### src/core/fim_regs.svh
// How it works
// - commands ignored until configuration bit 6 set
// - key A2H then DFH precedes each command
// - command without fresh key sequence is dropped
// - command register write starts the operation
// - locked page refuses sector erase, program, verify
// - core held stopped while an operation runs
// - timing oscillator on only during program/erase
// - opcode 01H, data 55H, pin low: chip erase
// - chip erase clears locks, options, boot vector
// - opcode 0DH, data 55H: partition 0 erase
// - opcode 0BH erases addressed 128-byte sector
// - opcode 0EH programs data byte at address
// - opcode 0CH reads byte after prior finishes
// - opcode 03H programs page bits, only downward
// - erased page bits all ones, meaning unlocked
// - decode 05H, 08H E1H/E2H, 09H options
// - opcode 08H with E0H selects six-clock cycles
// - signature bytes at 30H, 31H, 32H
`ifndef FIM_REGS_SVH
`define FIM_REGS_SVH
// ****************************************
// register offsets
// ****************************************
`define FIM_KEY1_OFS 8'h97
`define FIM_CMD_OFS 8'hB2
`define FIM_KEY2_OFS 8'hC4
`define FIM_CFG_OFS 8'hB1
`define FIM_DATA_OFS 8'hB3
`define FIM_AH_OFS 8'hB4
`define FIM_AL_OFS 8'hB5
`define FIM_STAT_OFS 8'hB6
// ****************************************
// fields and values
// ****************************************
`define FIM_CFG_IAP_BIT 6
`define FIM_STAT_BUSY_BIT 0
`define FIM_STAT_REFUSED_BIT 1
`define FIM_KEY1_VAL 8'hA2
`define FIM_KEY2_VAL 8'hDF
`define FIM_ERASE_KEY 8'h55
`define FIM_LOCK_ERASED 8'hFF
`define FIM_SECTOR_MASK 8'h80
`define FIM_PART1_BASE 16'h4000
`define FIM_BOOT_DEFAULT 16'h4000
`define FIM_OP_CHIP 7'h01
`define FIM_OP_SECURE 7'h03
`define FIM_OP_EXTDIS 7'h05
`define FIM_OP_BOOTSEL 7'h08
`define FIM_OP_USERVEC 7'h09
`define FIM_OP_SECTOR 7'h0B
`define FIM_OP_VERIFY 7'h0C
`define FIM_OP_PART0 7'h0D
`define FIM_OP_PROG 7'h0E
`define FIM_AH_PAGE0 8'h90
`define FIM_AH_PAGE4 8'h94
`define FIM_AH_EXT0 8'hB0
`define FIM_AH_EXT3 8'hB3
`define FIM_AH_CLKDBL 8'hE0
`define FIM_AH_BOOTUSER 8'hE1
`define FIM_AH_BOOTZERO 8'hE2
`define FIM_AH_USERVEC 8'hF0
`define FIM_ID_MFR_ADDR 8'h30
`define FIM_ID_DEV_ADDR 8'h31
`define FIM_ID_EXT_ADDR 8'h32
`define FIM_PART0_MASK 5'h0F
`define FIM_ALL_MASK 5'h1F
`endif

### src/core/fim_pkg.sv
package fim_pkg;
    typedef enum logic [3:0] {
        FIM_IDLE = 4'b0001,
        FIM_CHECK = 4'b0010,
        FIM_RUN = 4'b0100,
        FIM_DONE = 4'b1000
    } fim_state_t;
    typedef enum logic [2:0] {
        FIM_K_IDLE = 3'b001,
        FIM_K_ONE = 3'b010,
        FIM_K_ARMED = 3'b100
    } fim_key_state_t;
    typedef enum logic [2:0] {
        FIM_FOP_NONE = 3'h0,
        FIM_FOP_CHIP = 3'h1,
        FIM_FOP_PART0 = 3'h2,
        FIM_FOP_SECTOR = 3'h3,
        FIM_FOP_PROG = 3'h4,
        FIM_FOP_READ = 3'h5
    } fim_fop_t;
    typedef struct packed {
        logic wr;
        logic rd;
        logic [7:0] addr;
        logic [7:0] wdata;
    } fim_sfr_req_t;
    typedef struct packed {
        logic req;
        fim_fop_t op;
        logic [15:0] addr;
        logic [7:0] wdata;
    } fim_flash_req_t;
    typedef struct packed {
        fim_state_t st;
        logic ea_s1;
        logic ea_s2;
        logic [6:0] cmd;
        logic [7:0] data;
        logic [7:0] ah;
        logic [7:0] al;
        logic iap_en;
        logic refused;
        logic [7:0] rdata;
        fim_flash_req_t fl;
        logic osc_en;
        logic cpu_stop;
        logic clk_dbl;
        logic [3:0] ext_dis;
        logic [15:0] boot_vec;
        logic [7:0] user_vec;
        logic [7:0] id_data;
    } fim_main_t;
    typedef struct packed {
        logic [4:0][7:0] mem;
        logic [7:0] rdata;
    } fim_lock_t;
endpackage : fim_pkg

### src/core/fim_key_check.sv
`timescale 1ns/1ps
`include "fim_regs.svh"
module fim_key_check (
    // clock and reset
    input logic clock,
    input logic arst_n,
    // register access from the core
    input fim_pkg::fim_sfr_req_t sfr,
    // key sequence complete
    output logic armed
);
    import fim_pkg::*;
    fim_key_state_t st_q;
    fim_key_state_t st_d;

    // any access outside the exact key order drops the sequence
    always_comb begin
        st_d = st_q;
        if (sfr.wr && sfr.addr == `FIM_KEY1_OFS && sfr.wdata == `FIM_KEY1_VAL) begin
            st_d = FIM_K_ONE;
        end else if (sfr.wr && sfr.addr == `FIM_KEY2_OFS && sfr.wdata == `FIM_KEY2_VAL
                     && st_q == FIM_K_ONE) begin
            st_d = FIM_K_ARMED;
        end else if (sfr.wr || sfr.rd) begin
            st_d = FIM_K_IDLE;
        end
    end

    // state register
    always_ff @(posedge clock or negedge arst_n) begin
        if (!arst_n) begin
            st_q <= FIM_K_IDLE;
        end else begin
            st_q <= st_d;
        end
    end

    assign armed = (st_q == FIM_K_ARMED);
endmodule : fim_key_check

### src/core/fim_lock_mem.sv
`timescale 1ns/1ps
`include "fim_regs.svh"
module fim_lock_mem (
    // clock and reset
    input logic clock,
    input logic arst_n,
    // registered read port
    input logic [2:0] rd_page,
    output logic [7:0] rd_data,
    // write and bulk clear
    input logic wr_en,
    input logic [2:0] wr_page,
    input logic [7:0] wr_data,
    input logic [4:0] clr_mask
);
    import fim_pkg::*;
    fim_lock_t s_q;
    fim_lock_t s_d;

    // page security bytes, clear returns a page to erased ones
    always_comb begin
        s_d = s_q;
        s_d.rdata = (rd_page < 3'h5) ? s_q.mem[rd_page] : `FIM_LOCK_ERASED;
        if (wr_en && wr_page < 3'h5) begin
            s_d.mem[wr_page] = s_q.mem[wr_page] & wr_data;
        end
        for (int i = 0; i < 5; i++) begin
            if (clr_mask[i]) begin
                s_d.mem[i] = `FIM_LOCK_ERASED;
            end
        end
    end

    // state register, factory state is unlocked
    always_ff @(posedge clock or negedge arst_n) begin
        if (!arst_n) begin
            s_q.mem <= {5{`FIM_LOCK_ERASED}};
            s_q.rdata <= `FIM_LOCK_ERASED;
        end else begin
            s_q <= s_d;
        end
    end

    assign rd_data = s_q.rdata;
endmodule : fim_lock_mem

### src/core/fim_mailbox.sv
`timescale 1ns/1ps
`include "fim_regs.svh"
module fim_mailbox #(
    parameter logic [7:0] ID_MFR = 8'h5A, // arbitrary value
    parameter logic [7:0] ID_DEV = 8'hA5, // arbitrary value
    parameter logic [7:0] ID_EXT = 8'h3C  // arbitrary value
) (
    // clock and reset
    input logic clock,
    input logic arst_n,
    // special function register access
    input fim_pkg::fim_sfr_req_t sfr,
    output logic [7:0] sfr_rdata,
    // signature read
    input logic id_rd,
    input logic [7:0] id_addr,
    output logic [7:0] id_data,
    // flash array
    output fim_pkg::fim_flash_req_t flash,
    input logic flash_done,
    input logic [7:0] flash_rdata,
    // pins and core control
    input logic external_access_pin,
    output logic cpu_stop,
    output logic osc_en,
    output logic clock_double,
    output logic [3:0] ext_disable,
    output logic [15:0] boot_vector
);
    import fim_pkg::*;
    fim_main_t s_q;
    fim_main_t s_d;
    logic armed;
    logic [2:0] rd_page;
    logic [7:0] lock_rdata;
    logic lock_wr;
    logic [7:0] lock_wdata;
    logic [4:0] lock_clr;
    logic cmd_wr;

    // ****************************************
    // helpers
    // ****************************************

    // page that an opcode touches
    function automatic logic [2:0] page_of(input logic [6:0] op, input logic [7:0] ah);
        if (op == `FIM_OP_SECURE) begin
            page_of = ah[2:0];
        end else if ({ah, 8'h00} >= `FIM_PART1_BASE) begin
            page_of = 3'h4;
        end else begin
            page_of = {1'b0, ah[5:4]};
        end
    endfunction : page_of

    // legal opcode and operand combination
    function automatic logic cmd_ok(input logic [6:0] op, input logic [7:0] dt,
                                    input logic [7:0] ah, input logic ea);
        case (op)
            `FIM_OP_CHIP: cmd_ok = (dt == `FIM_ERASE_KEY) && !ea;
            `FIM_OP_PART0: cmd_ok = (dt == `FIM_ERASE_KEY);
            `FIM_OP_SECTOR, `FIM_OP_PROG, `FIM_OP_VERIFY: cmd_ok = 1'b1;
            `FIM_OP_SECURE: cmd_ok = (ah >= `FIM_AH_PAGE0) && (ah <= `FIM_AH_PAGE4);
            `FIM_OP_EXTDIS: cmd_ok = (ah >= `FIM_AH_EXT0) && (ah <= `FIM_AH_EXT3);
            `FIM_OP_BOOTSEL: cmd_ok = (ah >= `FIM_AH_CLKDBL) && (ah <= `FIM_AH_BOOTZERO);
            `FIM_OP_USERVEC: cmd_ok = (ah == `FIM_AH_USERVEC);
            default: cmd_ok = 1'b0;
        endcase
    endfunction : cmd_ok

    // ****************************************
    // sub blocks
    // ****************************************

    // key sequence tracker
    fim_key_check u_key (
        .clock(clock),
        .arst_n(arst_n),
        .sfr(sfr),
        .armed(armed)
    );

    // page security storage
    fim_lock_mem u_lock (
        .clock(clock),
        .arst_n(arst_n),
        .rd_page(rd_page),
        .rd_data(lock_rdata),
        .wr_en(lock_wr),
        .wr_page(s_q.ah[2:0]),
        .wr_data(lock_wdata),
        .clr_mask(lock_clr)
    );

    assign cmd_wr = sfr.wr && sfr.addr == `FIM_CMD_OFS;

    // ****************************************
    // sequencer
    // ****************************************

    // register writes, command acceptance and operation steps
    always_comb begin
        s_d = s_q;
        lock_wr = 1'b0;
        lock_wdata = s_q.data;
        lock_clr = 5'h00;
        s_d.ea_s1 = external_access_pin;
        s_d.ea_s2 = s_q.ea_s1;
        if (id_rd) begin
            case (id_addr)
                `FIM_ID_MFR_ADDR: s_d.id_data = ID_MFR;
                `FIM_ID_DEV_ADDR: s_d.id_data = ID_DEV;
                `FIM_ID_EXT_ADDR: s_d.id_data = ID_EXT;
                default: s_d.id_data = 8'h00;
            endcase
        end
        if (sfr.rd) begin
            case (sfr.addr)
                `FIM_CMD_OFS: s_d.rdata = {1'b0, s_q.cmd};
                `FIM_CFG_OFS: s_d.rdata = {1'b0, s_q.iap_en, 6'h00};
                `FIM_DATA_OFS: s_d.rdata = s_q.data;
                `FIM_AH_OFS: s_d.rdata = s_q.ah;
                `FIM_AL_OFS: s_d.rdata = s_q.al;
                `FIM_STAT_OFS: s_d.rdata = {6'h00, s_q.refused, s_q.st != FIM_IDLE};
                default: s_d.rdata = 8'h00;
            endcase
        end
        if (sfr.wr) begin
            case (sfr.addr)
                `FIM_CFG_OFS: s_d.iap_en = sfr.wdata[`FIM_CFG_IAP_BIT];
                `FIM_DATA_OFS: s_d.data = sfr.wdata;
                `FIM_AH_OFS: s_d.ah = sfr.wdata;
                `FIM_AL_OFS: s_d.al = sfr.wdata;
                `FIM_STAT_OFS: begin
                    if (sfr.wdata[`FIM_STAT_REFUSED_BIT]) begin
                        s_d.refused = 1'b0;
                    end
                end
                default: begin
                end
            endcase
        end
        case (s_q.st)
            FIM_IDLE: begin
                if (cmd_wr && s_q.iap_en && armed) begin
                    s_d.cmd = sfr.wdata[6:0];
                    if (cmd_ok(sfr.wdata[6:0], s_q.data, s_q.ah, s_q.ea_s2)) begin
                        s_d.st = FIM_CHECK;
                        s_d.cpu_stop = 1'b1;
                    end else begin
                        s_d.refused = 1'b1;
                    end
                end
            end
            FIM_CHECK: begin
                if ((s_q.cmd == `FIM_OP_SECTOR || s_q.cmd == `FIM_OP_PROG || s_q.cmd == `FIM_OP_VERIFY)
                    && lock_rdata != `FIM_LOCK_ERASED) begin
                    s_d.refused = 1'b1;
                    s_d.st = FIM_DONE;
                end else begin
                    s_d.st = FIM_DONE;
                    case (s_q.cmd)
                        `FIM_OP_CHIP, `FIM_OP_PART0, `FIM_OP_SECTOR, `FIM_OP_PROG, `FIM_OP_VERIFY: begin
                            s_d.st = FIM_RUN;
                            s_d.fl.req = 1'b1;
                            s_d.fl.addr = {s_q.ah, s_q.al};
                            s_d.fl.wdata = s_q.data;
                            s_d.osc_en = (s_q.cmd != `FIM_OP_VERIFY);
                            case (s_q.cmd)
                                `FIM_OP_CHIP: s_d.fl.op = FIM_FOP_CHIP;
                                `FIM_OP_PART0: s_d.fl.op = FIM_FOP_PART0;
                                `FIM_OP_SECTOR: begin
                                    s_d.fl.op = FIM_FOP_SECTOR;
                                    s_d.fl.addr = {s_q.ah, s_q.al & `FIM_SECTOR_MASK};
                                end
                                `FIM_OP_PROG: s_d.fl.op = FIM_FOP_PROG;
                                default: s_d.fl.op = FIM_FOP_READ;
                            endcase
                        end
                        `FIM_OP_SECURE: begin
                            lock_wr = 1'b1;
                            lock_wdata = s_q.data;
                        end
                        `FIM_OP_EXTDIS: s_d.ext_dis[s_q.ah[1:0]] = 1'b1;
                        `FIM_OP_BOOTSEL: begin
                            case (s_q.ah)
                                `FIM_AH_CLKDBL: s_d.clk_dbl = 1'b1;
                                `FIM_AH_BOOTUSER: s_d.boot_vec = {s_q.user_vec, 8'h00};
                                default: s_d.boot_vec = 16'h0000;
                            endcase
                        end
                        default: s_d.user_vec = s_q.data;
                    endcase
                end
            end
            FIM_RUN: begin
                if (flash_done) begin
                    s_d.fl.req = 1'b0;
                    s_d.fl.op = FIM_FOP_NONE;
                    s_d.osc_en = 1'b0;
                    s_d.st = FIM_DONE;
                    case (s_q.fl.op)
                        FIM_FOP_READ: s_d.data = flash_rdata;
                        FIM_FOP_PART0: lock_clr = `FIM_PART0_MASK;
                        FIM_FOP_CHIP: begin
                            lock_clr = `FIM_ALL_MASK;
                            s_d.ext_dis = 4'h0;
                            s_d.user_vec = 8'h00;
                            s_d.boot_vec = `FIM_BOOT_DEFAULT;
                        end
                        default: begin
                        end
                    endcase
                end
            end
            FIM_DONE: begin
                s_d.cpu_stop = 1'b0;
                s_d.st = FIM_IDLE;
            end
            default: s_d.st = FIM_IDLE;
        endcase
        if (cmd_wr && s_q.st != FIM_IDLE) begin
            s_d.refused = 1'b1;
        end
    end

    // lock page looked up for the command being taken
    assign rd_page = page_of(s_d.cmd, s_q.ah);

    // state register
    always_ff @(posedge clock or negedge arst_n) begin
        if (!arst_n) begin
            s_q <= '0;
            s_q.st <= FIM_IDLE;
            s_q.fl.op <= FIM_FOP_NONE;
            s_q.boot_vec <= `FIM_BOOT_DEFAULT;
            // pin reads high until synchronised, so chip erase stays refused
            s_q.ea_s1 <= 1'b1;
            s_q.ea_s2 <= 1'b1;
        end else begin
            s_q <= s_d;
        end
    end

    // outputs straight from the state register
    assign sfr_rdata = s_q.rdata;
    assign id_data = s_q.id_data;
    assign flash = s_q.fl;
    assign cpu_stop = s_q.cpu_stop;
    assign osc_en = s_q.osc_en;
    assign clock_double = s_q.clk_dbl;
    assign ext_disable = s_q.ext_dis;
    assign boot_vector = s_q.boot_vec;
endmodule : fim_mailbox

### config.mk
export PLATFORM = sky130hd
export DESIGN_NAME = fim_mailbox
export DESIGN_NICKNAME = d
export VERILOG_FILES = /design/src/core/fim_pkg.sv /design/src/core/fim_key_check.sv /design/src/core/fim_lock_mem.sv /design/src/core/fim_mailbox.sv
export VERILOG_INCLUDE_DIRS = /design/src /design/src/core
export SDC_FILE = /design/constraint.sdc
export NUM_CORES = 1
export LEC_CHECK = 0
export ABC_AREA = 1
export BUFFER_PORTS_ARGS = -buffer_cell sky130_fd_sc_hd__buf_2
export CORE_MARGIN = 2
export CORE_UTILIZATION = 60
export CTS_CLUSTER_DIAMETER = 60
export DETAILED_ROUTE_END_ITERATION = 7
export GPL_TIMING_DRIVEN = 0
export PLACE_DENSITY = 0.87
export REMOVE_ABC_BUFFERS = 1
export SLEW_MARGIN = 30
export SYNTH_ARGS = -nofsm -noshare
export SYNTH_HDL_FRONTEND = slang
export SYNTH_SLANG_ARGS = --single-unit
export TNS_END_PERCENT = 10
### constraint.sdc
create_clock -name clock -period 4.1 [get_ports clock]
set_input_delay 0.615 -clock clock [delete_from_list [all_inputs] [get_ports clock]]
set_output_delay 0.615 -clock clock [all_outputs]
set_load 0.05 [all_outputs]
==> metrics.csv <==
metric,value,unit
status,"complete, no violations",
clk sinks,153,
final cycle utilization of the critical path,0.826,
FF-to-FF path depth,12,
FF-to-FF End,flash[21]$_DFFE_PN0P_,
DR vias/cell,5.81,
cell accounting for the most synthesized area,dfrtp_1,
synthesis-stage register bit count,153,
crit-path max FO,39,
Slew Limit Fails,0,
DR WL/cell,16.6,um
Final Core Density,0.661,
Tightest Pin Transition,0.986,ns
die width,122,um
total track usage,0.305,
"Reg clk slew, reported paths",0.06,ns
detailed placement HPWL,14800,um
register-to-register setup slack,0.71,ns
core area,13700,um2
diodes inserted,0,
post-route setup TNS,0,ns
Critical R2R Launch,s_q[103]$_DFF_PN0_,
Pleak,4.49,nW
chip height,122,um
first-pass GRT wire length,35100,um
"Req. time, crit path",4.38,ns
worst path cell trace,inv_1 -> nand2_1 -> nor3_1 -> inv_1 -> nand2_1 -> nor2_1 -> nand2_1 -> inv_1 -> nor2_1 -> inv_2 -> nand2_1 -> o21ai_0,
Crit Path Category,register to register,
commonest cells in the netlist,"nand2_1 (220), inv_1 (141), dfrtp_1 (100)",
CP Buf/Inv Count,4,
Hold Fails Final Rpt,0,
"Clk Latency, worst-skew pair",0.43,ns
crit path DAT,3.67,ns
setup bufs post-CTS,0,
Finished Layout Cells,1268,
dominant synthesized flop cell,dfrtp_1,
Peak VDD IR,0.000282,V
grt ovf,0,
fraction of layout cells with a size suffix above 1,0.224,
Post-Synthesis Cells,1042,
total number of vias,7365,
design area,9070,um2
Final ANT Viol Nets,0,
sequential area share after synthesis,0.466,
drt first-iter violations,815,
filler cell count in the final layout,1116,
area of the mapped netlist,8350,um2
Post-layout nets,1114,
"Top cell by count, worst path",nand2_1,
io pins,106,
total power draw,3.26,mW
number of global-route vias before repair,7081,
Resized Gates After CTS,0,
Max Used Layer,met4,
CTS Hold Bufs,0,
Max-cap violations,0,
Clock Path Buffers,2,
Final min period,3.39,ns
Top Family by Delay on Critical Path,simple AND/OR/NAND/NOR gates,
Post-synth ARST share,1.00,
PwrDens,360,nW/um2
drt first pass iters,6,
Starting Density,0.609,
pre-CTS setup slack,0.931,ns
Unique masters post-synth,47,
met3 routed WL,2060,um
Die Area,14900,um2
clk_skew,0.00778,ns
largest net degree at the start of global routing,81,
final WL,21100,um
met2 WL,9640,um
top-count cell post-synth,nand2_1,
Ys Warns,0,
antenna violations before repair,0,
Worst Slack Setup Final,0.712,ns
Port Buffers,97,
Slowest cell on crit path,nor2_1,
Post-synth EDFFs,0,
Avg Synthesized Cell Area,8.02,um2
clock root buffer,clkbuf_16,
M1 WL,8660,um
Placed Cells,1236,
CTS tree,yes,
area delta synth->final,8.58,%
Crit. End Element,register,
routability congestion estimate,0.980,
hold crit path type,primary input to asynchronous set/reset pin,
tightest hold margin,0.122,ns
final setup vio count,0,
Slew headroom,0.337,
placed cell area,8510,um2
Yosys top cell area share,0.300,
DRC errors left,0,
H-tree Lvls,4,
RSZ-0062 raised after global routing,false,
row cnt,43,
f_max,295,MHz
ranking of synthesized cells by area,"dfrtp_1 (30%), dfstp_2 (17%), nand2_1 (9.9%)",
Worst path max stage delay,0.76,ns
number of CTS-inserted buffers,17,
Critical Path Start Type,register,
## where the power goes
group / switching (mW) / internal (mW) / leakage (nW)
combinational: 0.158 / 0.0524 / 2.37
clock: 0.666 / 0.823 / 0.275
sequential: 0.0204 / 1.54 / 1.84
total: 0.844 / 2.42 / 4.49
## worst reg2reg max path, stage by stage, from the launching register on
cell	delay, ns
dfrtp_1	0.44
inv_1	0.13
nand2_1	0.09
nor3_1	0.33
inv_1	0.29
nand2_1	0.16
nor2_1	0.07
nand2_1	0.06
inv_1	0.08
nor2_1	0.76
inv_2	0.56
nand2_1	0.17
o21ai_0	0.10
## how the worst max path moves through the flow
stage                                  endpoint          startpoint  cells after the start
after CTS                 flash[21]$_DFFE_PN0P_  s_q[103]$_DFF_PN0_                     12
after floorplan            flash[0]$_DFFE_PN0P_  s_q[103]$_DFF_PN0_                     12
after detailed placement  flash[22]$_DFFE_PN0P_  s_q[103]$_DFF_PN0_                     12
final                     flash[21]$_DFFE_PN0P_  s_q[103]$_DFF_PN0_                     12
after global placement    flash[18]$_DFFE_PN0P_              arst_n                      1
after global routing      flash[18]$_DFFE_PN0P_  s_q[103]$_DFF_PN0_                     12
## cell usage in the layout (no fill, tap or decap), types with 17 or more instances in the layout
cell type,count
nor3_1,19
o22ai_1,19
inv_1,140
nand2_1,220
buf_2,96
nand3_1,95
dfrtp_1,100
a21oi_1,41
dfstp_2,53
o21ai_0,72
clkbuf_16,17
nor2_1,76
## kinds of logic (layout without fill, tap and decap cells)
group,Yosys count,in the layout,synth area share
AND/OR/NAND/NOR,469,469,0.261
buffers and inverters,240,279,0.143
AO/OA/AOI/OAI,170,170,0.117
flip-flops,153,153,0.466
multiplexers,9,9,0.0121
other,1,8,0.000449
## sequential cells by signal, indices dropped and copies added (netlist names)
signal / flops
u_key.st_q: 3
cpu_stop: 1
ext_disable: 4
boot_vector: 8
clock_double: 1
id_data: 4
flash: 28
osc_en: 1
s_q: 46
u_lock.rd_data: 8
u_lock.s_q: 40
s_d: 1
sfr_rdata: 8
## layout make-up
type / count / area [um2] / area share
flip-flops and latches: 153 / 3890 / 0.429
multi-input cells: 656 / 3300 / 0.364
repair buffers: 98 / 523 / 0.0577
inverters: 149 / 567 / 0.0625
clock buffers: 19 / 453 / 0.0499
well taps: 180 / 225 / 0.0248
clock inverters: 13 / 109 / 0.0120
## metal layers
metal	vias to the layer above	GRT usage
met2	457	0.481
met1	3434	0.413
met3	68	0.0604
met5	-	0
li1	3406	-
met4	0	0.129
No activity file was read; power rests on OpenSTA's default activity.
